==> config.mk <==
export PLATFORM = sky130hd
export DESIGN_NAME = ssc_status_bank
export DESIGN_NICKNAME = d
export VERILOG_FILES = /design/src/include/ssc_pkg.sv /design/src/design/ssc_pin_sync.sv /design/src/design/ssc_status_bank.sv
export SDC_FILE = /design/constraint.sdc
export NUM_CORES = 1
export LEC_CHECK = 0
export BUFFER_PORTS_ARGS = -buffer_cell sky130_fd_sc_hd__buf_4
export CELL_PAD_IN_SITES_DETAIL_PLACEMENT = 0
export CELL_PAD_IN_SITES_GLOBAL_PLACEMENT = 1
export CORE_MARGIN = 3
export CORE_UTILIZATION = 42
export CTS_CLUSTER_SIZE = 40
export DETAILED_ROUTE_END_ITERATION = 8
export PLACE_DENSITY = 0.83
export SKIP_LAST_GASP = 1
export SYNTH_ARGS = -nofsm -noshare
export SYNTH_HDL_FRONTEND = slang
export SYNTH_SLANG_ARGS = --single-unit
==> constraint.sdc <==
create_clock -name ref_clk_in -period 1.4 [get_ports ref_clk_in]
set_input_delay 0.28 -clock ref_clk_in [delete_from_list [all_inputs] [get_ports ref_clk_in]]
set_output_delay 0.28 -clock ref_clk_in [all_outputs]
set_load 0.1 [all_outputs]
==> src/include/ssc_pkg.sv <==
// package: offsets, bit positions, reset values and codes of the status condition bank
package ssc_pkg;
  localparam int unsigned REG_W = 16;

  // register selectors on the query port
  localparam logic [2:0] SEL_OP_COND   = 3'h0;
  localparam logic [2:0] SEL_OP_EVENT  = 3'h1;
  localparam logic [2:0] SEL_OP_ENABLE = 3'h2;
  localparam logic [2:0] SEL_QS_COND   = 3'h3;
  localparam logic [2:0] SEL_QS_EVENT  = 3'h4;
  localparam logic [2:0] SEL_QS_ENABLE = 3'h5;

  // operation condition bit positions
  localparam int unsigned OP_WTG_BIT      = 5;
  localparam int unsigned OP_ARMED_BIT    = 6;
  localparam int unsigned OP_CV_BIT       = 8;
  localparam int unsigned OP_TRAN_DONE_BIT = 9;
  localparam int unsigned OP_CC_BIT       = 10;
  localparam int unsigned OP_SAMPLE_BIT   = 11;
  localparam int unsigned OP_LIST_DONE_BIT = 12;
  localparam int unsigned OP_LIST_RUN_BIT = 14;

  // questionable condition bit positions
  localparam int unsigned QS_VMODE_BIT  = 0;
  localparam int unsigned QS_CMODE_BIT  = 1;
  localparam int unsigned QS_THERM_BIT  = 3;
  localparam int unsigned QS_SLAVE_BIT  = 6;
  localparam int unsigned QS_VPROT_BIT  = 12;
  localparam int unsigned QS_CPROT_BIT  = 13;
  localparam int unsigned QS_SINK_BIT   = 14;

  // masks of the unused and hidden condition bits
  localparam logic [15:0] OP_UNUSED_MASK = 16'hA09F;
  localparam logic [15:0] OP_HIDDEN_MASK = 16'h1200;
  localparam logic [15:0] QS_UNUSED_MASK = 16'h8FB4;

  // reset values
  localparam logic [15:0] COND_RST   = 16'h0000;
  localparam logic [15:0] EVENT_RST  = 16'h0000;
  localparam logic [15:0] ENABLE_RST = 16'h0000;
  localparam logic [15:0] RDATA_RST  = 16'h0000;

  // synchronised pin vector layout
  localparam int unsigned PIN_W       = 6;
  localparam int unsigned PIN_TRIG    = 0;
  localparam int unsigned PIN_THERM   = 1;
  localparam int unsigned PIN_SLAVE   = 2;
  localparam int unsigned PIN_VPROT   = 3;
  localparam int unsigned PIN_CPROT   = 4;
  localparam int unsigned PIN_SINK    = 5;
  localparam logic [5:0]  PIN_RST     = 6'h01;

  // hardware error code pushed on a failed circuit check
  localparam logic [7:0] HW_ERR_CODE = 8'h18;
endpackage

==> src/design/ssc_pin_sync.sv <==
// three-stage pin synchroniser with agreement filter
`timescale 1ns/1ps
module ssc_pin_sync #(
  parameter int unsigned         W       = 1,
  parameter logic [W-1:0]        RST_VAL = '0
) (
  input  wire logic         ref_clk_in,
  input  wire logic         rst_b_in,
  input  wire logic         ce_in,
  input  wire logic [W-1:0] pin_in,
  output logic      [W-1:0] sync_out
);
  genvar gi;
  generate
    for (gi = 0; gi < W; gi++)
    begin : g_bit
      logic s1_q;
      logic s2_q;
      logic s3_q;
      logic out_q;
      wire  agree = (s2_q == s3_q);
      always_ff @(posedge ref_clk_in)
      begin
        if (!rst_b_in)
        begin
          s1_q  <= RST_VAL[gi];
          s2_q  <= RST_VAL[gi];
          s3_q  <= RST_VAL[gi];
          out_q <= RST_VAL[gi];
        end
        else if (ce_in)
        begin
          s1_q <= pin_in[gi];
          s2_q <= s1_q;
          s3_q <= s2_q;
          if (agree)
          begin
            out_q <= s3_q;
          end
        end
      end
      assign sync_out[gi] = out_q;
    end
  endgenerate
endmodule // ssc_pin_sync

==> src/design/ssc_status_bank.sv <==
// operation and questionable status condition, event and enable registers
//
// Overview of operation
// - operation bits 0-4, 7, 13, 15 always read zero.
// - operation bit 5 set while trigger system enabled and waiting.
// - external trigger held low keeps awaiting-trigger bit one until input high.
// - operation bit 6 set while transient function armed.
// - operation bit 8 set in constant voltage mode.
// - transient complete on bit 9, hidden from condition reads, seen via events.
// - operation bit 10 set in constant current mode.
// - operation bit 11 set once sample acquisition finished.
// - list complete on bit 12, hidden from condition reads.
// - operation bit 14 set while programmed list runs.
// - questionable bit 0 set when operating in current mode.
// - questionable bit 1 set when operating in voltage mode.
// - questionable bit 3 set on thermal fault.
// - questionable bit 6 set on slave fault in master/slave use.
// - questionable bit 12 set on voltage protection error.
// - questionable bit 13 set on current protection error.
// - with external reference, any protection error sets bits 12 and 13.
// - questionable bit 14 set while sinking energy from the load.
// - questionable bits 2, 4, 5, 7-11, 15 always read zero.
// - failed calibration circuit check beeps and queues hardware error.
// - each zero-to-one condition transition sets matching event bit.
// - reading an event register clears all its bits except those set in the same cycle.
// - both registers 16 bits, each with event and enable registers.
`timescale 1ns/1ps
module ssc_status_bank (
  input  wire logic        ref_clk_in,
  input  wire logic        rst_b_in,
  input  wire logic        ce_in,
  // same-clock status sources
  input  wire logic        trig_enabled_in,
  input  wire logic        trig_src_ext_in,
  input  wire logic        tran_armed_in,
  input  wire logic        cv_mode_in,
  input  wire logic        cc_mode_in,
  input  wire logic        tran_done_in,
  input  wire logic        sample_done_in,
  input  wire logic        list_done_in,
  input  wire logic        list_running_in,
  input  wire logic        ext_ref_en_in,
  input  wire logic        cal_check_fail_in,
  // pins from outside the clock domain
  input  wire logic        trig_pin_in,
  input  wire logic        thermal_fault_in,
  input  wire logic        slave_fault_in,
  input  wire logic        vprot_err_in,
  input  wire logic        cprot_err_in,
  input  wire logic        sinking_in,
  // status query port
  input  wire logic        rd_strobe_in,
  input  wire logic [2:0]  rd_sel_in,
  input  wire logic        wr_strobe_in,
  input  wire logic [2:0]  wr_sel_in,
  input  wire logic [15:0] wr_data_in,
  output logic      [15:0] rd_data_out,
  output logic             rd_valid_out,
  // summaries and calibration error reporting
  output logic             op_summary_out,
  output logic             qs_summary_out,
  output logic             beep_out,
  output logic             err_push_out,
  output logic      [7:0]  err_code_out
);

  // pin synchronisation
  logic [ssc_pkg::PIN_W-1:0] pin_raw;
  logic [ssc_pkg::PIN_W-1:0] pin_s;

  assign pin_raw[ssc_pkg::PIN_TRIG]  = trig_pin_in;
  assign pin_raw[ssc_pkg::PIN_THERM] = thermal_fault_in;
  assign pin_raw[ssc_pkg::PIN_SLAVE] = slave_fault_in;
  assign pin_raw[ssc_pkg::PIN_VPROT] = vprot_err_in;
  assign pin_raw[ssc_pkg::PIN_CPROT] = cprot_err_in;
  assign pin_raw[ssc_pkg::PIN_SINK]  = sinking_in;

  ssc_pin_sync #(
    .W       (ssc_pkg::PIN_W),
    .RST_VAL (ssc_pkg::PIN_RST)
  ) u_pin_sync (
    .ref_clk_in (ref_clk_in),
    .rst_b_in   (rst_b_in),
    .ce_in      (ce_in),
    .pin_in     (pin_raw),
    .sync_out   (pin_s)
  );

  // registers
  logic [15:0] op_cond_q;
  logic [15:0] op_cond_d;
  logic [15:0] op_ev_q;
  logic [15:0] op_ev_d;
  logic [15:0] op_en_q;
  logic [15:0] qs_cond_q;
  logic [15:0] qs_cond_d;
  logic [15:0] qs_ev_q;
  logic [15:0] qs_ev_d;
  logic [15:0] qs_en_q;
  logic [15:0] rdata_q;
  logic [15:0] rdata_d;
  logic        rvalid_q;
  logic        wtg_q;
  logic        tran_done_q;
  logic        list_done_q;
  logic        beep_q;
  logic        err_push_q;
  logic [7:0]  err_code_q;

  // completion pulses on the rising edge of the done levels
  wire tran_pulse = tran_done_in & ~tran_done_q;
  wire list_pulse = list_done_in & ~list_done_q;

  // awaiting trigger flag
  wire trig_pin_low = ~pin_s[ssc_pkg::PIN_TRIG];
  wire wtg_d        = trig_enabled_in | (wtg_q & trig_src_ext_in & trig_pin_low);

  // protection errors, paired under external reference
  wire prot_any = pin_s[ssc_pkg::PIN_VPROT] | pin_s[ssc_pkg::PIN_CPROT];
  wire vprot_b  = pin_s[ssc_pkg::PIN_VPROT] | (ext_ref_en_in & prot_any);
  wire cprot_b  = pin_s[ssc_pkg::PIN_CPROT] | (ext_ref_en_in & prot_any);

  // next operation condition
  always_comb
  begin
    op_cond_d                                = ssc_pkg::COND_RST;
    op_cond_d[ssc_pkg::OP_WTG_BIT]           = wtg_d;
    op_cond_d[ssc_pkg::OP_ARMED_BIT]         = tran_armed_in;
    op_cond_d[ssc_pkg::OP_CV_BIT]            = cv_mode_in;
    op_cond_d[ssc_pkg::OP_TRAN_DONE_BIT]     = tran_pulse;
    op_cond_d[ssc_pkg::OP_CC_BIT]            = cc_mode_in;
    op_cond_d[ssc_pkg::OP_SAMPLE_BIT]        = sample_done_in;
    op_cond_d[ssc_pkg::OP_LIST_DONE_BIT]     = list_pulse;
    op_cond_d[ssc_pkg::OP_LIST_RUN_BIT]      = list_running_in;
  end

  // next questionable condition
  always_comb
  begin
    qs_cond_d                           = ssc_pkg::COND_RST;
    qs_cond_d[ssc_pkg::QS_VMODE_BIT]    = cc_mode_in;
    qs_cond_d[ssc_pkg::QS_CMODE_BIT]    = cv_mode_in;
    qs_cond_d[ssc_pkg::QS_THERM_BIT]    = pin_s[ssc_pkg::PIN_THERM];
    qs_cond_d[ssc_pkg::QS_SLAVE_BIT]    = pin_s[ssc_pkg::PIN_SLAVE];
    qs_cond_d[ssc_pkg::QS_VPROT_BIT]    = vprot_b;
    qs_cond_d[ssc_pkg::QS_CPROT_BIT]    = cprot_b;
    qs_cond_d[ssc_pkg::QS_SINK_BIT]     = pin_s[ssc_pkg::PIN_SINK];
  end

  // query decode
  wire rd_op_ev = rd_strobe_in & (rd_sel_in == ssc_pkg::SEL_OP_EVENT);
  wire rd_qs_ev = rd_strobe_in & (rd_sel_in == ssc_pkg::SEL_QS_EVENT);
  wire wr_op_en = wr_strobe_in & (wr_sel_in == ssc_pkg::SEL_OP_ENABLE);
  wire wr_qs_en = wr_strobe_in & (wr_sel_in == ssc_pkg::SEL_QS_ENABLE);

  // rising transitions; set wins over read-clear
  wire [15:0] op_rise = op_cond_d & ~op_cond_q;
  wire [15:0] qs_rise = qs_cond_d & ~qs_cond_q;
  assign op_ev_d = (rd_op_ev ? ssc_pkg::EVENT_RST : op_ev_q) | op_rise;
  assign qs_ev_d = (rd_qs_ev ? ssc_pkg::EVENT_RST : qs_ev_q) | qs_rise;

  // readable condition values
  wire [15:0] op_cond_rd = op_cond_q & ~ssc_pkg::OP_HIDDEN_MASK & ~ssc_pkg::OP_UNUSED_MASK;
  wire [15:0] qs_cond_rd = qs_cond_q & ~ssc_pkg::QS_UNUSED_MASK;

  // read multiplexer
  always_comb
  begin
    unique case (rd_sel_in)
      ssc_pkg::SEL_OP_COND:   rdata_d = op_cond_rd;
      ssc_pkg::SEL_OP_EVENT:  rdata_d = op_ev_q;
      ssc_pkg::SEL_OP_ENABLE: rdata_d = op_en_q;
      ssc_pkg::SEL_QS_COND:   rdata_d = qs_cond_rd;
      ssc_pkg::SEL_QS_EVENT:  rdata_d = qs_ev_q;
      ssc_pkg::SEL_QS_ENABLE: rdata_d = qs_en_q;
      default:                rdata_d = ssc_pkg::RDATA_RST;
    endcase
  end

  // condition and event state
  always_ff @(posedge ref_clk_in)
  begin
    if (!rst_b_in)
    begin
      op_cond_q   <= ssc_pkg::COND_RST;
      qs_cond_q   <= ssc_pkg::COND_RST;
      op_ev_q     <= ssc_pkg::EVENT_RST;
      qs_ev_q     <= ssc_pkg::EVENT_RST;
      wtg_q       <= 1'b0;
      tran_done_q <= 1'b0;
      list_done_q <= 1'b0;
    end
    else if (ce_in)
    begin
      op_cond_q   <= op_cond_d;
      qs_cond_q   <= qs_cond_d;
      op_ev_q     <= op_ev_d;
      qs_ev_q     <= qs_ev_d;
      wtg_q       <= wtg_d;
      tran_done_q <= tran_done_in;
      list_done_q <= list_done_in;
    end
  end

  // enable masks and query answer
  always_ff @(posedge ref_clk_in)
  begin
    if (!rst_b_in)
    begin
      op_en_q  <= ssc_pkg::ENABLE_RST;
      qs_en_q  <= ssc_pkg::ENABLE_RST;
      rdata_q  <= ssc_pkg::RDATA_RST;
      rvalid_q <= 1'b0;
    end
    else if (ce_in)
    begin
      if (wr_op_en)
      begin
        op_en_q <= wr_data_in;
      end
      if (wr_qs_en)
      begin
        qs_en_q <= wr_data_in;
      end
      rvalid_q <= rd_strobe_in;
      if (rd_strobe_in)
      begin
        rdata_q <= rdata_d;
      end
    end
  end

  // calibration check failure reporting
  always_ff @(posedge ref_clk_in)
  begin
    if (!rst_b_in)
    begin
      beep_q     <= 1'b0;
      err_push_q <= 1'b0;
      err_code_q <= 8'h00;
    end
    else if (ce_in)
    begin
      beep_q     <= cal_check_fail_in;
      err_push_q <= cal_check_fail_in;
      if (cal_check_fail_in)
      begin
        err_code_q <= ssc_pkg::HW_ERR_CODE;
      end
    end
  end

  assign rd_data_out    = rdata_q;
  assign rd_valid_out   = rvalid_q;
  assign op_summary_out = |(op_ev_q & op_en_q);
  assign qs_summary_out = |(qs_ev_q & qs_en_q);
  assign beep_out       = beep_q;
  assign err_push_out   = err_push_q;
  assign err_code_out   = err_code_q;
endmodule // ssc_status_bank

### Word level (Yosys, flattened, before mapping)

Cells that the tools add are included.

* logic and storage cells: 90
* bits in registers: 125
* output and inout port bits: 29
* bits of input ports: 44

* reduce and logical (&&, ||, !) cells: 13
* bitwise operators: 24
* equality and inequality tests: 13
* multiplexer cells: 3

Operators by type and width (number)
* one-hot mux 16 bit (6 select lines): 1
* bitwise AND 15 x 16 -> 16 bit: 2
* bitwise AND 16 bit: 2
* two-way mux 16 bit: 2
* inverter 15 -> 16 bit: 2
* bitwise OR 16 bit: 2
* OR reduction 16 bit: 2
* AND reduction 2 bit: 10
* bitwise AND 1 bit: 9
* equality test 3 x 2 -> 1 bit, second input constant: 3
* equality test 3 bit, second input constant: 3
* equality test 1 bit: 6
* bitwise OR 1 bit: 4
* equality test 3 x 1 -> 1 bit, second input constant: 1
* zero test 3 bit: 1
* inverter 1 bit: 3

### Logic depth before layout (Yosys ltp)

* word-level depth: 5
* mapped depth: 5

### Hierarchy

Synthesis repeated with hierarchy kept, for this count alone.

* cells, all modules: 508
* area total of the unflattened synthesis: 4722.0 sq um

By module, submodules not included
* ssc_status_bank: area an instance 3679.8 sq um, times used 1, cells each 411
* ssc_pin_sync: area an instance 1042.2 sq um, times used 1, cells each 97

### Worst setup path after synthesis

Ideal clock, no wire load.

* kind: flip-flop to output port
* start: register op_en_q[8]
* end: output port op_summary_out
* slack: -274 ps
* path buffers: 0
* arrival time: 1394 ps
* data required time: 1120 ps
* stages on the path, launching flop included: 3
* cells stage by stage: dfxtp_1 a22oi_1 nand4_1

* cells in the longest elaborated chain, start to end: 2

Ends and longest elaborated chain
* start, declared: RTL line ssc_status_bank.sv:94 `logic [15:0] op_en_q;`
* start signal, assigned: RTL line ssc_status_bank.sv:210 `op_en_q <= ssc_pkg::ENABLE_RST;`
* start signal, assigned: RTL line ssc_status_bank.sv:219 `op_en_q <= wr_data_in;`
* bitwise AND 16 bit: RTL line ssc_status_bank.sv:255 `assign op_summary_out = |(op_ev_q & op_en_q);`
* OR reduction 16 bit: RTL line ssc_status_bank.sv:255
* end, declared: RTL line ssc_status_bank.sv:60 `output logic op_summary_out,`

No other way between the ends.

### Worst setup path after layout

* start: register qs_ev_q[6]
* end: output port qs_summary_out

* cells in the longest elaborated chain, start to end: 2

Ends and longest elaborated chain
* start, declared: RTL line ssc_status_bank.sv:97 `logic [15:0] qs_ev_q;`
* start signal, assigned: RTL line ssc_status_bank.sv:188 `qs_ev_q <= ssc_pkg::EVENT_RST;`
* start signal, assigned: RTL line ssc_status_bank.sv:198 `qs_ev_q <= qs_ev_d;`
* bitwise AND 16 bit: RTL line ssc_status_bank.sv:256 `assign qs_summary_out = |(qs_ev_q & qs_en_q);`
* OR reduction 16 bit: RTL line ssc_status_bank.sv:256
* end, declared: RTL line ssc_status_bank.sv:61 `output logic qs_summary_out,`

No other way between the ends.

==> flow_metrics.env <==
export IMPL_top_level_ports=73
export IMPL_maxSlewViolCount=0
export IMPL_io_buffers=66
export IMPL_design_area_um2=5520
export IMPL_flow_area_growth_from_synthesis_pct=22.6
export IMPL_timing_max_slew_rel_slack=0.590
export IMPL_ir_worst_vdd_uv=669
export IMPL_synth_most_common_cell="sky130_fd_sc_hd__dfxtp_1"
export IMPL_finalSetupViolCount=2
export IMPL_fillerInstances=981
export IMPL_final_critical_path_setup_slack_ns=-0.350
export IMPL_cts_htree_levels=3
export IMPL_post_route_min_period_ns=1.75
export IMPL_async_flop_share=0
export IMPL_cap_viol_max_count=0
export IMPL_path_delay_family="buffers and inverters"
export IMPL_largest_net_degree_at_the_start_of_global_routing=60
export IMPL_tritoncts="built"
export IMPL_synth_largest_area_cell="sky130_fd_sc_hd__dfxtp_1"
export IMPL_violations="setup timing"
export IMPL_multiInputGateArea_um2=2200
export IMPL_remaining_drc_errors=0
export IMPL_worst_skew_ns=0.0114
export IMPL_placement_cell_area_um2=5280
export IMPL_yosysWarningCount=0
export IMPL_synth_cell_types=43
export IMPL_dp_cells=694
export IMPL_timing_setup_tns_ns=-0.522
export IMPL_dominant_combinational_cell_family_by_area_after_synthesis="compound AO/OA/AOI/OAI gates"
export IMPL_post_synth_fa_ha_maj_area_fraction=0
export IMPL_cp_cell_sequence="a222oi_1 > buf_4 > nand3_4 > buf_8"
export IMPL_vias_per_cell=5.50
export IMPL_grt_first_pass_wirelength_um=17900
export IMPL_nNetsFinal=613
export IMPL_preCtsSetupSlack_ns=-0.161
export IMPL_cts_max_path_buffers=2
export IMPL_finalHoldViolCount=0
export IMPL_vias_in_the_first_global_route=3596
export IMPL_dp_hpwl_um=8180
export IMPL_primary_ff_master_synth="sky130_fd_sc_hd__dfxtp_1"
export IMPL_outcome="finished, violations left"
export IMPL_fp_row_count=37
export IMPL_global_route_overflow_total=0
export IMPL_critPathMaxFanout=3
export IMPL_worstSetupPathType="flip-flop to output pin"
export IMPL_ys_seq_elements=105
export IMPL_syn_area_per_cell_um2=8.97
export IMPL_register_area_um2=2120
export IMPL_drt_antenna_violating_nets=0
export IMPL_grt_antenna_before_repair=0
export IMPL_critical_path_buf_inv_count=2
export IMPL_netlist_area_um2=4500
export IMPL_rsz0062_at_grt="yes"
export IMPL_top_area_cell_type_share_of_the_netlist_area=0.467
export IMPL_endpoint_kind="output pin"
export IMPL_synthXorXnorAreaFrac=0
export IMPL_synth_cells=502
export IMPL_fp_coreArea_um2=10400
export IMPL_drtPass1Iterations=5
export IMPL_floorplan_die_area_um2=12000
export IMPL_final_core_utilization=0.533
export IMPL_setup_worst_path_start_class="flip-flop"
export IMPL_cts_made_buffers=9
export IMPL_cp_data_arrival_time_ns=1.47
export IMPL_layout_cells_non_filler=709
export IMPL_drtIter0Drc=176
export IMPL_worst_slew_pin_transition_ns=0.614
export IMPL_post_synth_most_frequent_cells="105 x sky130_fd_sc_hd__dfxtp_1, 58 x sky130_fd_sc_hd__a21oi_1, 54 x sky130_fd_sc_hd__o21ai_0"
export IMPL_share_of_the_synthesized_area_in_compound_gates_ao_oa_aoi_oai=0.233
export IMPL_synth_edff_count=0
export IMPL_cts_root_buf="sky130_fd_sc_hd__clkbuf_8"
export IMPL_min_delay_path_class="input pin to flip-flop"
export IMPL_static_leakage_nw=2.18
export IMPL_critPathMaxStageDelay_ns=0.34
export IMPL_clk_pin_slew_worst_paths_ns=0.09
export IMPL_synth_mux_area_fraction=0.102
export IMPL_start_util=0.434
export IMPL_clkLatencyLatePin_ns=0.37
export IMPL_critPathRequiredTime_ns=1.12
export IMPL_synthSimpleGateAreaFrac=0.140
export IMPL_slowest_stage="sky130_fd_sc_hd__dfxtp_1"
export IMPL_die_height_um=110
export IMPL_layout_cell_share_with_drive_strength_beyond_1=0.260
export IMPL_clock_sinks=105
export IMPL_max_clock_freq_ghz=0.571
export IMPL_setup_buffers_after_cts=0
export IMPL_route_vias_total=3903
export IMPL_insertedDiodeCount=0
export IMPL_power_density_nw_per_um2=1050
export IMPL_synth_seq_area_share=0.467
export IMPL_overall_routing_resource_usage=0.191
export IMPL_synth_top_area_cells="sky130_fd_sc_hd__dfxtp_1 47%, sky130_fd_sc_hd__mux2i_1 6.7%, sky130_fd_sc_hd__a21oi_1 6.4%, sky130_fd_sc_hd__o21ai_0 6.0%, sky130_fd_sc_hd__nand3_1 3.8%"
export IMPL_gpl_congestion=0.890
export IMPL_chipWidth_um=110
export IMPL_post_drt_wl_per_cell_um=15.9
export IMPL_finalCritPeriodShare=1.25
export IMPL_total_wire_length_after_detailed_routing_um=11300
-- layer usage --
layer | part of all wire | vias to the layer above | GRT usage | routed length [um]
met5 | 0 | - | 0 | 0
met1 | 0.45 | 1838 | 0.251 | 5040
met2 | 0.48 | 109 | 0.312 | 5420
met4 | 0.019 | 0 | 0.0588 | 211
li1 | - | 1932 | - | -
met3 | 0.055 | 24 | 0.0458 | 617
-- report_power, final --
part,internal (W),switching [W],leakage [nW]
registers,0.00307,0.0000656,0.859
logic,0.000296,0.000507,1.23
clock network,0.000870,0.00100,0.0916
total,0.00424,0.00157,2.18
-- flip-flops by register name, summed over array words and instances, names as in the netlist --
signal	flops
err_code_out	1
u_pin_sync.g_bit.out_q	6
qs_en_q	16
op_en_q	16
qs_ev_q	7
rd_data_out	16
u_pin_sync.g_bit.s2_q	6
qs_cond_q	7
list_done_q	1
op_ev_q	8
u_pin_sync.g_bit.s3_q	6
op_cond_q	6
err_push_out	1
rd_valid_out	1
u_pin_sync.g_bit.s1_q	6
tran_done_q	1
-- metrics by stage --
step / power [W] / hold slack [ns]
2_1_floorplan: 0.00372 / 0.408
6_report: 0.00581 / 0.123
5_1_grt: 0.00607 / 0.105
3_3_place_gp: 0.00398 / 0.436
4_1_cts: 0.00585 / 0.121
3_5_place_dp: 0.00400 / 0.447
-- what timing repair did --
item / CTS / global route
endpoints found under the setup margin: 2 / 2
pin swaps: 0 / 3
hold buffers: 0 / 0
resized for setup: 3 / 12
-- area by class of cell --
cell class / instances / share of cell area
multi-input cells: 351 / 0.398
well taps: 136 / 0.0308
clock buffers: 11 / 0.0256
repair buffers: 98 / 0.150
inverters: 4 / 0.00272
clock inverters: 4 / 0.00974
flip-flops and latches: 105 / 0.383
-- final timing paths --
kind	startpoint	end	slack (ns)	depth (start not counted)
worst min-delay path	trig_pin_in	u_pin_sync.g_bit[0].s1_q$_SDFFE_PN1P_	0.12	3
worst max-delay path	qs_ev_q[6]$_SDFFE_PN0P_	qs_summary_out	-0.35	4
worst max register to register	op_en_q[6]$_SDFFE_PN0P_	rd_data_out[6]$_SDFFE_PN0P_	0.24	3
worst min register to register	rd_data_out[2]$_SDFFE_PN0P_	rd_data_out[2]$_SDFFE_PN0P_	0.46	2
-- placed cells by master, fill, tap and decap left out, types with 2 or more instances in the layout --
cell type	count
sky130_fd_sc_hd__a222oi_1	2
sky130_fd_sc_hd__nand4b_1	3
sky130_fd_sc_hd__nor3_1	2
sky130_fd_sc_hd__clkbuf_8	10
sky130_fd_sc_hd__mux2_2	14
sky130_fd_sc_hd__a221oi_1	8
sky130_fd_sc_hd__o21ai_0	54
sky130_fd_sc_hd__a22oi_1	16
sky130_fd_sc_hd__nand3b_1	5
sky130_fd_sc_hd__buf_4	90
sky130_fd_sc_hd__buf_12	7
sky130_fd_sc_hd__inv_1	3
sky130_fd_sc_hd__and4b_1	2
sky130_fd_sc_hd__a21oi_1	58
sky130_fd_sc_hd__o31ai_1	3
sky130_fd_sc_hd__a211oi_1	2
sky130_fd_sc_hd__nand2_1	33
sky130_fd_sc_hd__dfxtp_1	93
sky130_fd_sc_hd__a21boi_0	7
sky130_fd_sc_hd__o21a_1	11
sky130_fd_sc_hd__nand3_1	33
sky130_fd_sc_hd__mux2i_1	30
sky130_fd_sc_hd__a21o_1	5
sky130_fd_sc_hd__nor2b_1	5
sky130_fd_sc_hd__nor2_1	33
sky130_fd_sc_hd__conb_1	6
sky130_fd_sc_hd__nand2b_1	2
sky130_fd_sc_hd__dfxtp_2	12
sky130_fd_sc_hd__a22oi_2	4
sky130_fd_sc_hd__clkinvlp_4	2
-- cells by family (layout without fill, tap and decap cells) --
logic type | after synthesis | count (layout)
simple gates | 127 | 127
flops | 105 | 105
buf+inv | 51 | 117
mux | 44 | 44
compound gates | 174 | 174
other cells | 1 | 6
-- worst min-delay path: cells and delay by family --
family | cells | cell delay (ns)
simple gates | 1 | 0.06
mux | 1 | 0.05
buf+inv | 1 | 0.08
Note: power is estimated with default switching activity, not from simulation.
